$ cat config.mk
export PLATFORM = sky130hd
export DESIGN_NAME = pcar_router
export DESIGN_NICKNAME = d
export VERILOG_FILES = /design/src/hdl/pcar_router.v
export VERILOG_INCLUDE_DIRS = /design/src /design/src/inc
export SDC_FILE = /design/constraint.sdc
export NUM_CORES = 1
export LEC_CHECK = 0
export BUFFER_PORTS_ARGS = -buffer_cell sky130_fd_sc_hd__clkbuf_2
export CAP_MARGIN = 30
export CORE_UTILIZATION = 48
export CTS_CLUSTER_DIAMETER = 40
export DETAILED_ROUTE_END_ITERATION = 12
export GPL_TIMING_DRIVEN = 0
export PLACE_DENSITY = 0.73
export SLEW_MARGIN = 40
export SYNTH_ARGS = -nofsm -noshare
export SYNTH_HDL_FRONTEND = slang
export SYNTH_SLANG_ARGS = --single-unit
$ cat constraint.sdc
create_clock -name CLK_SYS -period 2.6 [get_ports CLK_SYS]
set_input_delay 0.39 -clock CLK_SYS [delete_from_list [all_inputs] [get_ports CLK_SYS]]
set_output_delay 0.39 -clock CLK_SYS [all_outputs]
set_load 0.1 [all_outputs]
$ cat src/inc/pcar_regs.vh
// constants for the configuration access router
`ifndef PCAR_REGS_VH
`define PCAR_REGS_VH
`define PCAR_IO_ADDR 16'h0cf8
`define PCAR_IO_DATA 16'h0cfc
`define PCAR_CA_RST 32'h0000_0000
`define PCAR_CA_EN 31
`define PCAR_BUS_HI 23
`define PCAR_BUS_LO 16
`define PCAR_DEV_HI 15
`define PCAR_DEV_LO 11
`define PCAR_FN_HI 10
`define PCAR_FN_LO 8
`define PCAR_RG_HI 7
`define PCAR_RG_LO 2
`define PCAR_CA_WMASK 32'h80ff_fffc
`define PCAR_SEC_RST 8'h00
`define PCAR_SUB_RST 8'h00
`define PCAR_PRI_BUS 8'h00
`define PCAR_LOCK_RST 1'b0
`define PCAR_IDSEL_MAX 5'h14
`define PCAR_IDSEL_BASE 11
`define PCAR_RT_NONE 3'h0
`define PCAR_RT_INT 3'h1
`define PCAR_RT_HUB 3'h2
`define PCAR_RT_AGP0 3'h3
`define PCAR_RT_AGP1 3'h4
`define PCAR_CR_CAP 8'h00
`define PCAR_CR_SEC 8'h19
`define PCAR_CR_SUB 8'h1a
`define PCAR_CR_PRI 8'h18
`define PCAR_CR_W1C 8'h40
`define PCAR_CR_WO 8'h44
`define PCAR_CR_LCK 8'h48
`define PCAR_CR_LBIT 8'h4c
`endif

$ cat src/hdl/pcar_router.v
// host configuration access router: address register, data window, routing, internal regs
// Notes on behaviour
// byte word dword access; address register dword only
// multi-byte fields stored little-endian
// read-only registers ignore writes
// write one clears, write zero keeps
// write-once bits take one write
// lockable bits freeze once lock set
// reserved locations read arbitrary (zero here)
// software preserves reserved bits
// reset loads default register values
// only mechanism one supported
// host writes address register first
// cycles only when enable bit set
// data window access becomes configuration cycle
// bus field decoded, zero is bus zero
// devices zero and one served internally
// bus zero devices 2-31 go hub
// outside secondary..subordinate goes hub
// secondary bus gives AGP type 0
// above secondary to subordinate gives type 1
// primary bus number fixed zero
// eight functions, 64 dword registers addressable
// internal devices ignore nonzero function
// type 0 one idsel line, dev<=20
// narrow address register access passes through
// function and register fields on address lines
// window inert while enable clear
//
// The implementer's own choices: the placing of the registers and the strobed register port.
`timescale 1ns/10ps
`include "pcar_regs.vh"
module pcar_router
(
   input wire CLK_SYS,
   input wire RST_N,
   input wire [15:0] IO_ADDR,
   input wire [3:0] IO_BE,
   input wire [31:0] IO_WDATA,
   input wire IO_WR,
   input wire IO_RD,
   output reg [31:0] IO_RDATA,
   output reg IO_HIT,
   output reg PASS_IO,
   output reg CFG_REQ,
   output reg CFG_WR,
   output reg [2:0] CFG_ROUTE,
   output reg [31:0] CFG_ADDR,
   output reg [3:0] CFG_BE,
   output reg [31:0] CFG_WDATA,
   output reg [7:0] HW_W1C_SET,
   output reg [7:0] SEC_BUS,
   output reg [7:0] SUB_BUS
);
   reg [31:0] ca_r;
   reg [7:0] sec_r;
   reg [7:0] sub_r;
   reg [31:0] w1c_r;
   reg [15:0] wo_r;
   reg wo_done_r;
   reg [15:0] lck_r;
   reg lbit_r;
   reg [2:0] route;
   reg [31:0] caddr;
   reg [31:0] rd_nxt;
   wire [7:0] bus = ca_r[`PCAR_BUS_HI:`PCAR_BUS_LO];
   wire [4:0] dev = ca_r[`PCAR_DEV_HI:`PCAR_DEV_LO];
   wire [2:0] fn = ca_r[`PCAR_FN_HI:`PCAR_FN_LO];
   wire [5:0] rg = ca_r[`PCAR_RG_HI:`PCAR_RG_LO];
   wire [7:0] roff = {rg, 2'b00};
   wire en = ca_r[`PCAR_CA_EN];
   wire hit_ca = (IO_ADDR == `PCAR_IO_ADDR);
   wire full = (IO_BE == 4'hf);
   wire hit_cd = (IO_ADDR == `PCAR_IO_DATA);
   wire win = hit_cd & en;
   wire int_wr = win & IO_WR & (route == `PCAR_RT_INT);
   wire int_rd = win & IO_RD & (route == `PCAR_RT_INT);
   wire [31:0] bm = {{8{IO_BE[3]}}, {8{IO_BE[2]}}, {8{IO_BE[1]}}, {8{IO_BE[0]}}};
   // hardware status event: type 0 cycle issued with no device select line
   wire [7:0] hw_set = {7'h00, CFG_REQ & (CFG_ROUTE == `PCAR_RT_AGP0) & (CFG_ADDR[31:11] == 21'h000000)};

   ////////////////////////////////////////////////////////////////
   // merge enabled byte lanes, lane 0 is least significant
   function [31:0] merge;
      input [31:0] old;
      input [31:0] nw;
      input [31:0] m;
      begin
         merge = (old & ~m) | (nw & m);
      end
   endfunction

   wire [31:0] wo_m = merge({16'h0000, wo_r}, IO_WDATA, bm);
   wire [31:0] lck_m = merge({16'h0000, lck_r}, IO_WDATA, bm);

   ////////////////////////////////////////////////////////////////
   // routing decode
   always @*
   begin
      route = `PCAR_RT_NONE;
      caddr = 32'h0000_0000;
      if (bus == 8'h00)
      begin
         if (dev == 5'h00 || dev == 5'h01)
         begin
            if (fn == 3'h0)
               route = `PCAR_RT_INT;
         end
         else
            route = `PCAR_RT_HUB;
         caddr = {16'h0000, dev, fn, rg, 2'b00};
      end
      else if (bus == sec_r)
      begin
         route = `PCAR_RT_AGP0;
         if (dev <= `PCAR_IDSEL_MAX)
            caddr[`PCAR_IDSEL_BASE + dev] = 1'b1;
         caddr[10:0] = {fn, rg, 2'b00};
      end
      else if (bus > sec_r && bus <= sub_r)
      begin
         route = `PCAR_RT_AGP1;
         caddr = {8'h00, bus, dev, fn, rg, 2'b01};
      end
      else
      begin
         route = `PCAR_RT_HUB;
         caddr = {8'h00, bus, dev, fn, rg, 2'b01};
      end
   end

   ////////////////////////////////////////////////////////////////
   // internal register read, reserved reads zero
   always @*
   begin
      rd_nxt = 32'h0000_0000;
      if (hit_ca & full)
         rd_nxt = ca_r;
      else if (int_rd)
      begin
         if (roff == `PCAR_CR_PRI && dev == 5'h01)
            rd_nxt = {8'h00, sub_r, sec_r, `PCAR_PRI_BUS};
         else if (roff == `PCAR_CR_W1C)
            rd_nxt = w1c_r;
         else if (roff == `PCAR_CR_WO)
            rd_nxt = {15'h0000, wo_done_r, wo_r};
         else if (roff == `PCAR_CR_LCK)
            rd_nxt = {16'h0000, lck_r};
         else if (roff == `PCAR_CR_LBIT)
            rd_nxt = {31'h0000_0000, lbit_r};
         else
            rd_nxt = 32'h0000_0000;
      end
   end

   ////////////////////////////////////////////////////////////////
   // registers and cycle outputs
   always @(posedge CLK_SYS)
   begin
      if (!RST_N)
      begin
         ca_r <= `PCAR_CA_RST;
         sec_r <= `PCAR_SEC_RST;
         sub_r <= `PCAR_SUB_RST;
         w1c_r <= 32'h0000_0000;
         wo_r <= 16'h0000;
         wo_done_r <= 1'b0;
         lck_r <= 16'h0000;
         lbit_r <= `PCAR_LOCK_RST;
         IO_RDATA <= 32'h0000_0000;
         IO_HIT <= 1'b0;
         PASS_IO <= 1'b0;
         CFG_REQ <= 1'b0;
         CFG_WR <= 1'b0;
         CFG_ROUTE <= `PCAR_RT_NONE;
         CFG_ADDR <= 32'h0000_0000;
         CFG_BE <= 4'h0;
         CFG_WDATA <= 32'h0000_0000;
         SEC_BUS <= `PCAR_SEC_RST;
         SUB_BUS <= `PCAR_SUB_RST;
      end
      else
      begin
         IO_RDATA <= rd_nxt;
         IO_HIT <= (IO_WR | IO_RD) & ((hit_ca & full) | win);
         PASS_IO <= (IO_WR | IO_RD) & hit_ca & ~full;
         // only dword address writes are taken
         if (IO_WR & hit_ca & full)
            ca_r <= IO_WDATA & `PCAR_CA_WMASK;
         // external routes emit one cycle per window access
         CFG_REQ <= (IO_WR | IO_RD) & win & (route != `PCAR_RT_INT) & (route != `PCAR_RT_NONE);
         CFG_WR <= IO_WR;
         CFG_ROUTE <= win ? route : `PCAR_RT_NONE;
         CFG_ADDR <= caddr;
         CFG_BE <= IO_BE;
         CFG_WDATA <= IO_WDATA;
         // hardware events set, set wins over clear
         w1c_r <= (w1c_r & ~((int_wr && roff == `PCAR_CR_W1C) ? (IO_WDATA & bm) : 32'h0000_0000))
            | {24'h000000, hw_set};
         if (int_wr && dev == 5'h01 && roff == `PCAR_CR_PRI)
         begin
            sec_r <= IO_BE[1] ? IO_WDATA[15:8] : sec_r;
            sub_r <= IO_BE[2] ? IO_WDATA[23:16] : sub_r;
            SEC_BUS <= IO_BE[1] ? IO_WDATA[15:8] : sec_r;
            SUB_BUS <= IO_BE[2] ? IO_WDATA[23:16] : sub_r;
         end
         if (int_wr && roff == `PCAR_CR_WO && !wo_done_r)
         begin
            wo_r <= wo_m[15:0];
            wo_done_r <= 1'b1;
         end
         if (int_wr && roff == `PCAR_CR_LCK && !lbit_r)
            lck_r <= lck_m[15:0];
         if (int_wr && roff == `PCAR_CR_LBIT && IO_BE[0] && IO_WDATA[0])
            lbit_r <= 1'b1;
         HW_W1C_SET <= w1c_r[7:0];
      end
   end

endmodule

## After elaboration in Yosys (flattened, before gate mapping)

Cells that the tools add are included.

| storage, ports and cells | value |
|---|---|
| word-level logic and storage cells | 117 |
| register bits after elaboration | 220 |
| output and inout port bits | 131 |
| bits of input ports | 56 |

| operators by class | value |
|---|---|
| equal/unequal tests | 13 |
| magnitude comparators | 5 |
| muxes and demuxes | 18 |
| bitwise logic cells | 32 |
| reduce and logical (&&, ||, !) cells | 27 |
| add/sub/neg operators | 1 |

Operators with widths:

| cell | number |
|---|---|
| 2-to-1 mux 32 bit | 5 |
| AND 32 bit | 2 |
| 2-to-1 mux 24 bit | 2 |
| AND 16 bit | 2 |
| == test 16 x 12 -> 1 bit, second input constant | 2 |
| 2-to-1 mux 16 bit | 2 |
| inverter 32 bit | 1 |
| OR 16 bit | 2 |
| OR 32 x 1 -> 32 bit | 1 |
| == test 6 x 5 -> 1 bit, second input constant | 4 |
| zero test 21 bit | 1 |
| 2-to-1 mux 17 bit | 1 |
| AND 1 bit | 16 |
| inverter 16 bit | 1 |
| logical AND 1 bit | 13 |
| 2-to-1 mux 3 bit | 4 |
| == test 8 bit | 1 |
| greater-than comparator 8 bit | 1 |
| less-or-equal comparator 8 bit | 1 |
| zero test 8 bit | 1 |
| OR reduction 4 bit | 2 |
| adder 4 x 5 -> 6 bit, first input constant | 1 |
| == test 6 x 3 -> 1 bit, second input constant | 1 |
| greater-or-equal comparator 6 x 1 -> 1 bit, second input constant | 1 |
| other kinds (18) | 28 |

## Depth between registers and ports, before layout

| depth | value |
|---|---|
| word-level depth | 12 |
| gate-level depth with buffers | 9 |
| mapped depth without buffers | 7 |

## Least setup slack after synthesis

Ideal clock, no wire load.

| timing path | value |
|---|---|
| path kind | register to register |
| from | reg sec_r[7] |
| to | reg CFG_ADDR[14] |
| data required time | 2499 ps |
| slack | -172 ps |
| stages on the path, launching flop included | 8 |
| path buffers | 0 |
| clock period less this slack | 2772 ps |
| library setup time | 101 ps |
| arrival time | 2671 ps |
| path through | dfxtp_1 -> inv_1 -> ha_1 -> nand4_1 -> or2_2 -> nor3_1 -> nand3_1 -> o41ai_1 |

| on the way | value |
|---|---|
| word-level cells in the longest chain between the ends | 3 |

Ends and longest elaborated chain:

| what | RTL line | source |
|---|---|---|
| from (decl) | pcar_router.v:56 | `reg [7:0] sec_r;` |
| from (signal assigned) | pcar_router.v:163 | `` sec_r <= `PCAR_SEC_RST; `` |
| from (signal assigned) | pcar_router.v:202 | `sec_r <= IO_BE[1] ? IO_WDATA[15:8] : sec_r;` |
| == test 8 bit | pcar_router.v:113 | `else if (bus == sec_r)` |
| 2-to-1 mux 24 bit | pcar_router.v:113 |  |
| 2-to-1 mux 16 bit | pcar_router.v:102 | `if (bus == 8'h00)` |
| to (signal assigned) | pcar_router.v:194 | `CFG_ADDR <= caddr;` |
| to (decl) | pcar_router.v:48 | `output reg [31:0] CFG_ADDR,` |

Every way passes these cells.
A chain may end at the register's enable or synchronous reset.

## Final worst setup path

| timing path | value |
|---|---|
| from | reg ca_r[12] |
| to | reg w1c_r[3] |

| on the way | value |
|---|---|
| word-level cells in the longest chain between the ends | 11 |
| elaborated cells between the ends (all ways) | 12 |
| those cells by class | 2 x eq/ne; 3 x mux; 4 x bitwise; 3 x reduce/logical |

Ends and longest elaborated chain:

| what | RTL line | source |
|---|---|---|
| from (decl) | pcar_router.v:55 | `reg [31:0] ca_r;` |
| from (signal assigned) | pcar_router.v:162 | `` ca_r <= `PCAR_CA_RST; `` |
| from (signal assigned) | pcar_router.v:189 | `` ca_r <= IO_WDATA & `PCAR_CA_WMASK; `` |
| == test 5 x 1 -> 1 bit or zero test 5 bit (tied branches) | pcar_router.v:104 | `if (dev == 5'h00 \|\| dev == 5'h01)` |
| logical OR 1 bit * | pcar_router.v:104 |  |
| 2-to-1 mux 3 bit * | pcar_router.v:104 |  |
| 2-to-1 mux 3 bit * | pcar_router.v:102 |  |
| == test 3 x 1 -> 1 bit (no source line) * | -- |  |
| AND 1 bit * | pcar_router.v:76 | `` wire int_wr = win & IO_WR & (route == `PCAR_RT_INT); `` |
| logical AND 1 bit (no source line) * | -- |  |
| 2-to-1 mux 32 bit * | pcar_router.v:198 | `` w1c_r <= (w1c_r & ~((int_wr && roff == `PCAR_CR_W1C) ? (IO_WDATA & bm) : 32'h0000_0000)) `` |
| inverter 32 bit * | pcar_router.v:198 |  |
| AND 32 bit * | pcar_router.v:198 |  |
| OR 32 x 1 -> 32 bit * | pcar_router.v:198 |  |
| to (signal assigned) | pcar_router.v:198 |  |
| to (decl) | pcar_router.v:58 | `reg [31:0] w1c_r;` |

Every way passes the cells marked *; elsewhere a longest branch is shown, timed or not.

==> metrics <==
Syn Std Cell Area=8060 um^2; leakage power summed over all cells=4.47 nW; floorplan die area=17300 um^2; Tightest Hold Check Type=input pin to flop; via count of the first global-routing pass=6851; sequential share of power=0.435; internal power consumption=5.95 mW; total gr overflow=0; outcome=finished with violations; area share of the largest cell type after synthesis=0.524; fraction of the cycle the final worst path needs=1.01; MaxCap Viol Count=0; worst ir drop on vdd=0.525 mV; Post-CTS Hold Buffers=0; crit end category=flop; setup TNS=-0.0446 ns; Filler cells=1417; remaining number of nets flagged by the antenna check after routing=0; die height=132 um; async set or reset register ratio after synthesis=0; clock skew after layout=0.0154 ns; total clock buffers created by CTS=27; fraction of the core area covered by cells at the end of the flow=0.629; number of warnings reported in the yosys synthesis log=0; GRT busiest layer=met2; detailed-route wire length=23300 um; measured slew at the worst slew-check pin=0.686 ns; number of core rows=47; ys flop type=sky130_fd_sc_hd__dfxtp_1; fraction of the yosys area taken by sequential cells=0.554; Worst Slack Setup Final=-0.0249 ns; GP Congestion=0.951; number of vias per cell=5.41; total clock sinks=219; number of standard cells in the final layout excluding fillers=1314; P per Cell Area=759 nW/um^2; post-layout total power=7.85 mW; 1st-iter DRT viols=580; P_sw=1.90 mW; violations in the final reports=negative setup slack; post-synthesis net count=929; Comb power frac=0.058; register bit total from synthesis=219; via count of the routed design=7108; area added between synthesis and finish=28.4%; share of cells above drive strength 1=0.263; proportion of total power due to net switching=0.242; Placed Cells=1261; met1 routing resource usage after global routing=0.342; Port Buffer Count=184; clock slew seen by the registers of the worst setup and hold paths=0.06 ns; antenna violations before repair=0; worst setup path category=flop to flop; met2 track demand over resource=0.445; number of enable flip-flop cells after synthesis=8; area of the core=16500 um^2; startpoint types=flop; width of the die=132 um; HPWL after detailed placement=17000 um; clock tree from TritonCTS=built; Slew Limit Headroom=0.540; average routed wire per standard cell=17.7 um; maximum net fanout on the critical path=10; clock power share=0.506; clock insertion delay at the later pin of the skew report=0.53 ns; number of primary I/O pins=187; top area cells in the synthesized netlist=sky130_fd_sc_hd__dfxtp_1 52%, sky130_fd_sc_hd__nand2_1 5.9%, sky130_fd_sc_hd__mux2i_1 5.0%; number of antenna cells inserted=0; clk root buf=sky130_fd_sc_hd__clkbuf_16; Net count, final=1145; Final Critical Period=2.62 ns; timing-limited maximum frequency=381 MHz; maximum number of pins on one net before global-route repair=15; library cells used by synthesis=55; effective utilization at floorplan=0.490; number of hold violations in the final report=0; htree depth=1; setup repair after global routing missed its margin=true; met3 Resource Use GR=0.0540; final number of max-transition violations=0; Cells after Synth=857; required time of the worst setup path=2.98 ns; DRC violation count after routing=0; number of setup violations in the final report=4; top cell type by total area after synthesis=sky130_fd_sc_hd__dfxtp_1; worst path arrival time=3.00 ns; global-route wire length before repair=36400 um; first-pass iteration count of the detailed router=5; GRT Resource Usage Total=0.266; Clock Tree Buf Depth=3; average instance area after synthesis=9.41 um^2
[cell usage after synthesis (all sizes together), types with 3 or more instances]
cell type  count
and4           4
nand3         30
clkbuf        40
o21a           3
inv           51
nor2          62
or4            5
nor2b          6
nor3          12
mux2i         40
edfxtp         8
nand3b         5
a31o          13
or4b           3
a22oi          9
nand2        127
o22ai         10
o2bb2ai       13
nor4          11
nand4         15
ha            16
dfxtp        211
and2          13
a2bb2oi        8
buf            8
o21ai         41
a21oi         63
[stage by stage]
step,worst slack (ns),area [um^2],hold slack (ns)
after CTS,0.00429,10300,0.0348
after floorplan,0.0482,8070,0.410
after detailed placement,-0.398,9280,0.424
after global placement,-0.589,9270,0.422
final,-0.0249,10400,0.0460
after global routing,-0.129,10400,0.0365
[placed cells by master, fill, tap and decap left out, types with 3 or more instances in the layout]
| master | count |
|---|---|
| sky130_fd_sc_hd__dfxtp_1 | 204 |
| sky130_fd_sc_hd__clkbuf_2 | 187 |
| sky130_fd_sc_hd__nand2_1 | 127 |
| sky130_fd_sc_hd__a21oi_1 | 63 |
| sky130_fd_sc_hd__nor2_1 | 60 |
| sky130_fd_sc_hd__inv_1 | 51 |
| sky130_fd_sc_hd__o21ai_0 | 41 |
| sky130_fd_sc_hd__mux2i_1 | 40 |
| sky130_fd_sc_hd__clkbuf_1 | 36 |
| sky130_fd_sc_hd__nand3_1 | 29 |
| sky130_fd_sc_hd__clkbuf_16 | 27 |
| sky130_fd_sc_hd__ha_1 | 16 |
| sky130_fd_sc_hd__and2_1 | 13 |
| sky130_fd_sc_hd__nand4_1 | 13 |
| sky130_fd_sc_hd__o2bb2ai_1 | 13 |
| sky130_fd_sc_hd__a31o_2 | 13 |
| sky130_fd_sc_hd__o22ai_1 | 10 |
| sky130_fd_sc_hd__nor4_1 | 9 |
| sky130_fd_sc_hd__a22oi_1 | 9 |
| sky130_fd_sc_hd__edfxtp_1 | 8 |
| sky130_fd_sc_hd__nor3_1 | 8 |
| sky130_fd_sc_hd__a2bb2oi_1 | 8 |
| sky130_fd_sc_hd__buf_4 | 7 |
| sky130_fd_sc_hd__inv_6 | 7 |
| sky130_fd_sc_hd__dfxtp_2 | 7 |
| sky130_fd_sc_hd__nor2b_1 | 6 |
| sky130_fd_sc_hd__or4_1 | 5 |
| sky130_fd_sc_hd__nand3b_1 | 5 |
| sky130_fd_sc_hd__bufinv_16 | 5 |
| sky130_fd_sc_hd__or4b_2 | 3 |
| sky130_fd_sc_hd__buf_2 | 3 |
| sky130_fd_sc_hd__o21a_1 | 3 |
| sky130_fd_sc_hd__nor3_2 | 3 |
| sky130_fd_sc_hd__clkinvlp_4 | 3 |
[layout make-up]
type                            instances  area (um^2)  area share
Sequential cell                       219         4470       0.432
Multi-Input combinational cell        537         3260       0.314
Timing Repair Buffer                  191          998      0.0964
Clock buffer                           31          701      0.0677
Tap cell                              220          275      0.0266
Clock inverter                         19          264      0.0255
Inverter                               53          199      0.0192
Buffer                                 44          188      0.0181
[worst paths after layout]
kind | depth (start not counted) | slack, ns | from | end
worst min-delay path | 2 | 0.05 | IO_WDATA[19] | w1c_r[19]$_SDFF_PN0_
worst max register to register | 8 | -0.02 | ca_r[12]$_SDFFE_PN0P_ | w1c_r[3]$_SDFF_PN0_
worst max-delay path | 8 | -0.02 | ca_r[12]$_SDFFE_PN0P_ | w1c_r[3]$_SDFF_PN0_
worst min register to register | 2 | 0.43 | w1c_r[21]$_SDFF_PN0_ | w1c_r[21]$_SDFF_PN0_
[cell families (layout without fill, tap and decap cells)]
| kind of cell | after synthesis | in the layout | share of synthesized area |
|---|---|---|---|
| buffers and inverters | 101 | 338 | 0.0490 |
| multiplexers | 42 | 42 | 0.0538 |
| AO/OA/AOI/OAI | 171 | 171 | 0.131 |
| other | 1 | 1 | 0.000465 |
| flip-flops | 219 | 219 | 0.554 |
| AND/OR/NAND/NOR | 307 | 307 | 0.187 |
| adder cells (fa/ha/maj) | 16 | 16 | 0.0248 |
[per-layer routing]
layer / share of wire / vias to the layer above
li1: - / 3412
met1: 0.43 / 3318
met2: 0.47 / 330
met3: 0.078 / 48
met4: 0.027 / 0
met5: 0 / -
[power groups by stage]
stage	Sequential, mW	Combinational (mW)	Clock [mW]
floorplan	3.74	0.0775	0
global placement	3.49	0.454	0
detailed placement	3.49	0.456	0
CTS	3.42	0.458	4.02
global route	3.42	0.476	4.16
finish	3.42	0.459	3.98
[critical path, stage by stage, from the launching register on]
cell	delay, ns
sky130_fd_sc_hd__dfxtp_1	0.30
sky130_fd_sc_hd__buf_6	0.14
sky130_fd_sc_hd__or4_1	0.50
sky130_fd_sc_hd__buf_2	0.18
sky130_fd_sc_hd__and4b_1	0.24
sky130_fd_sc_hd__buf_4	0.19
sky130_fd_sc_hd__nand3_4	0.14
sky130_fd_sc_hd__nor3_2	0.63
sky130_fd_sc_hd__a21oi_1	0.16
[repair_timing]
item,4_1_cts,5_1_grt
setup endpoints to repair,57,82
pin swaps,3,3
gates resized for setup,6,11
setup buffers,3,4
Power figures use the tool's default switching activity.
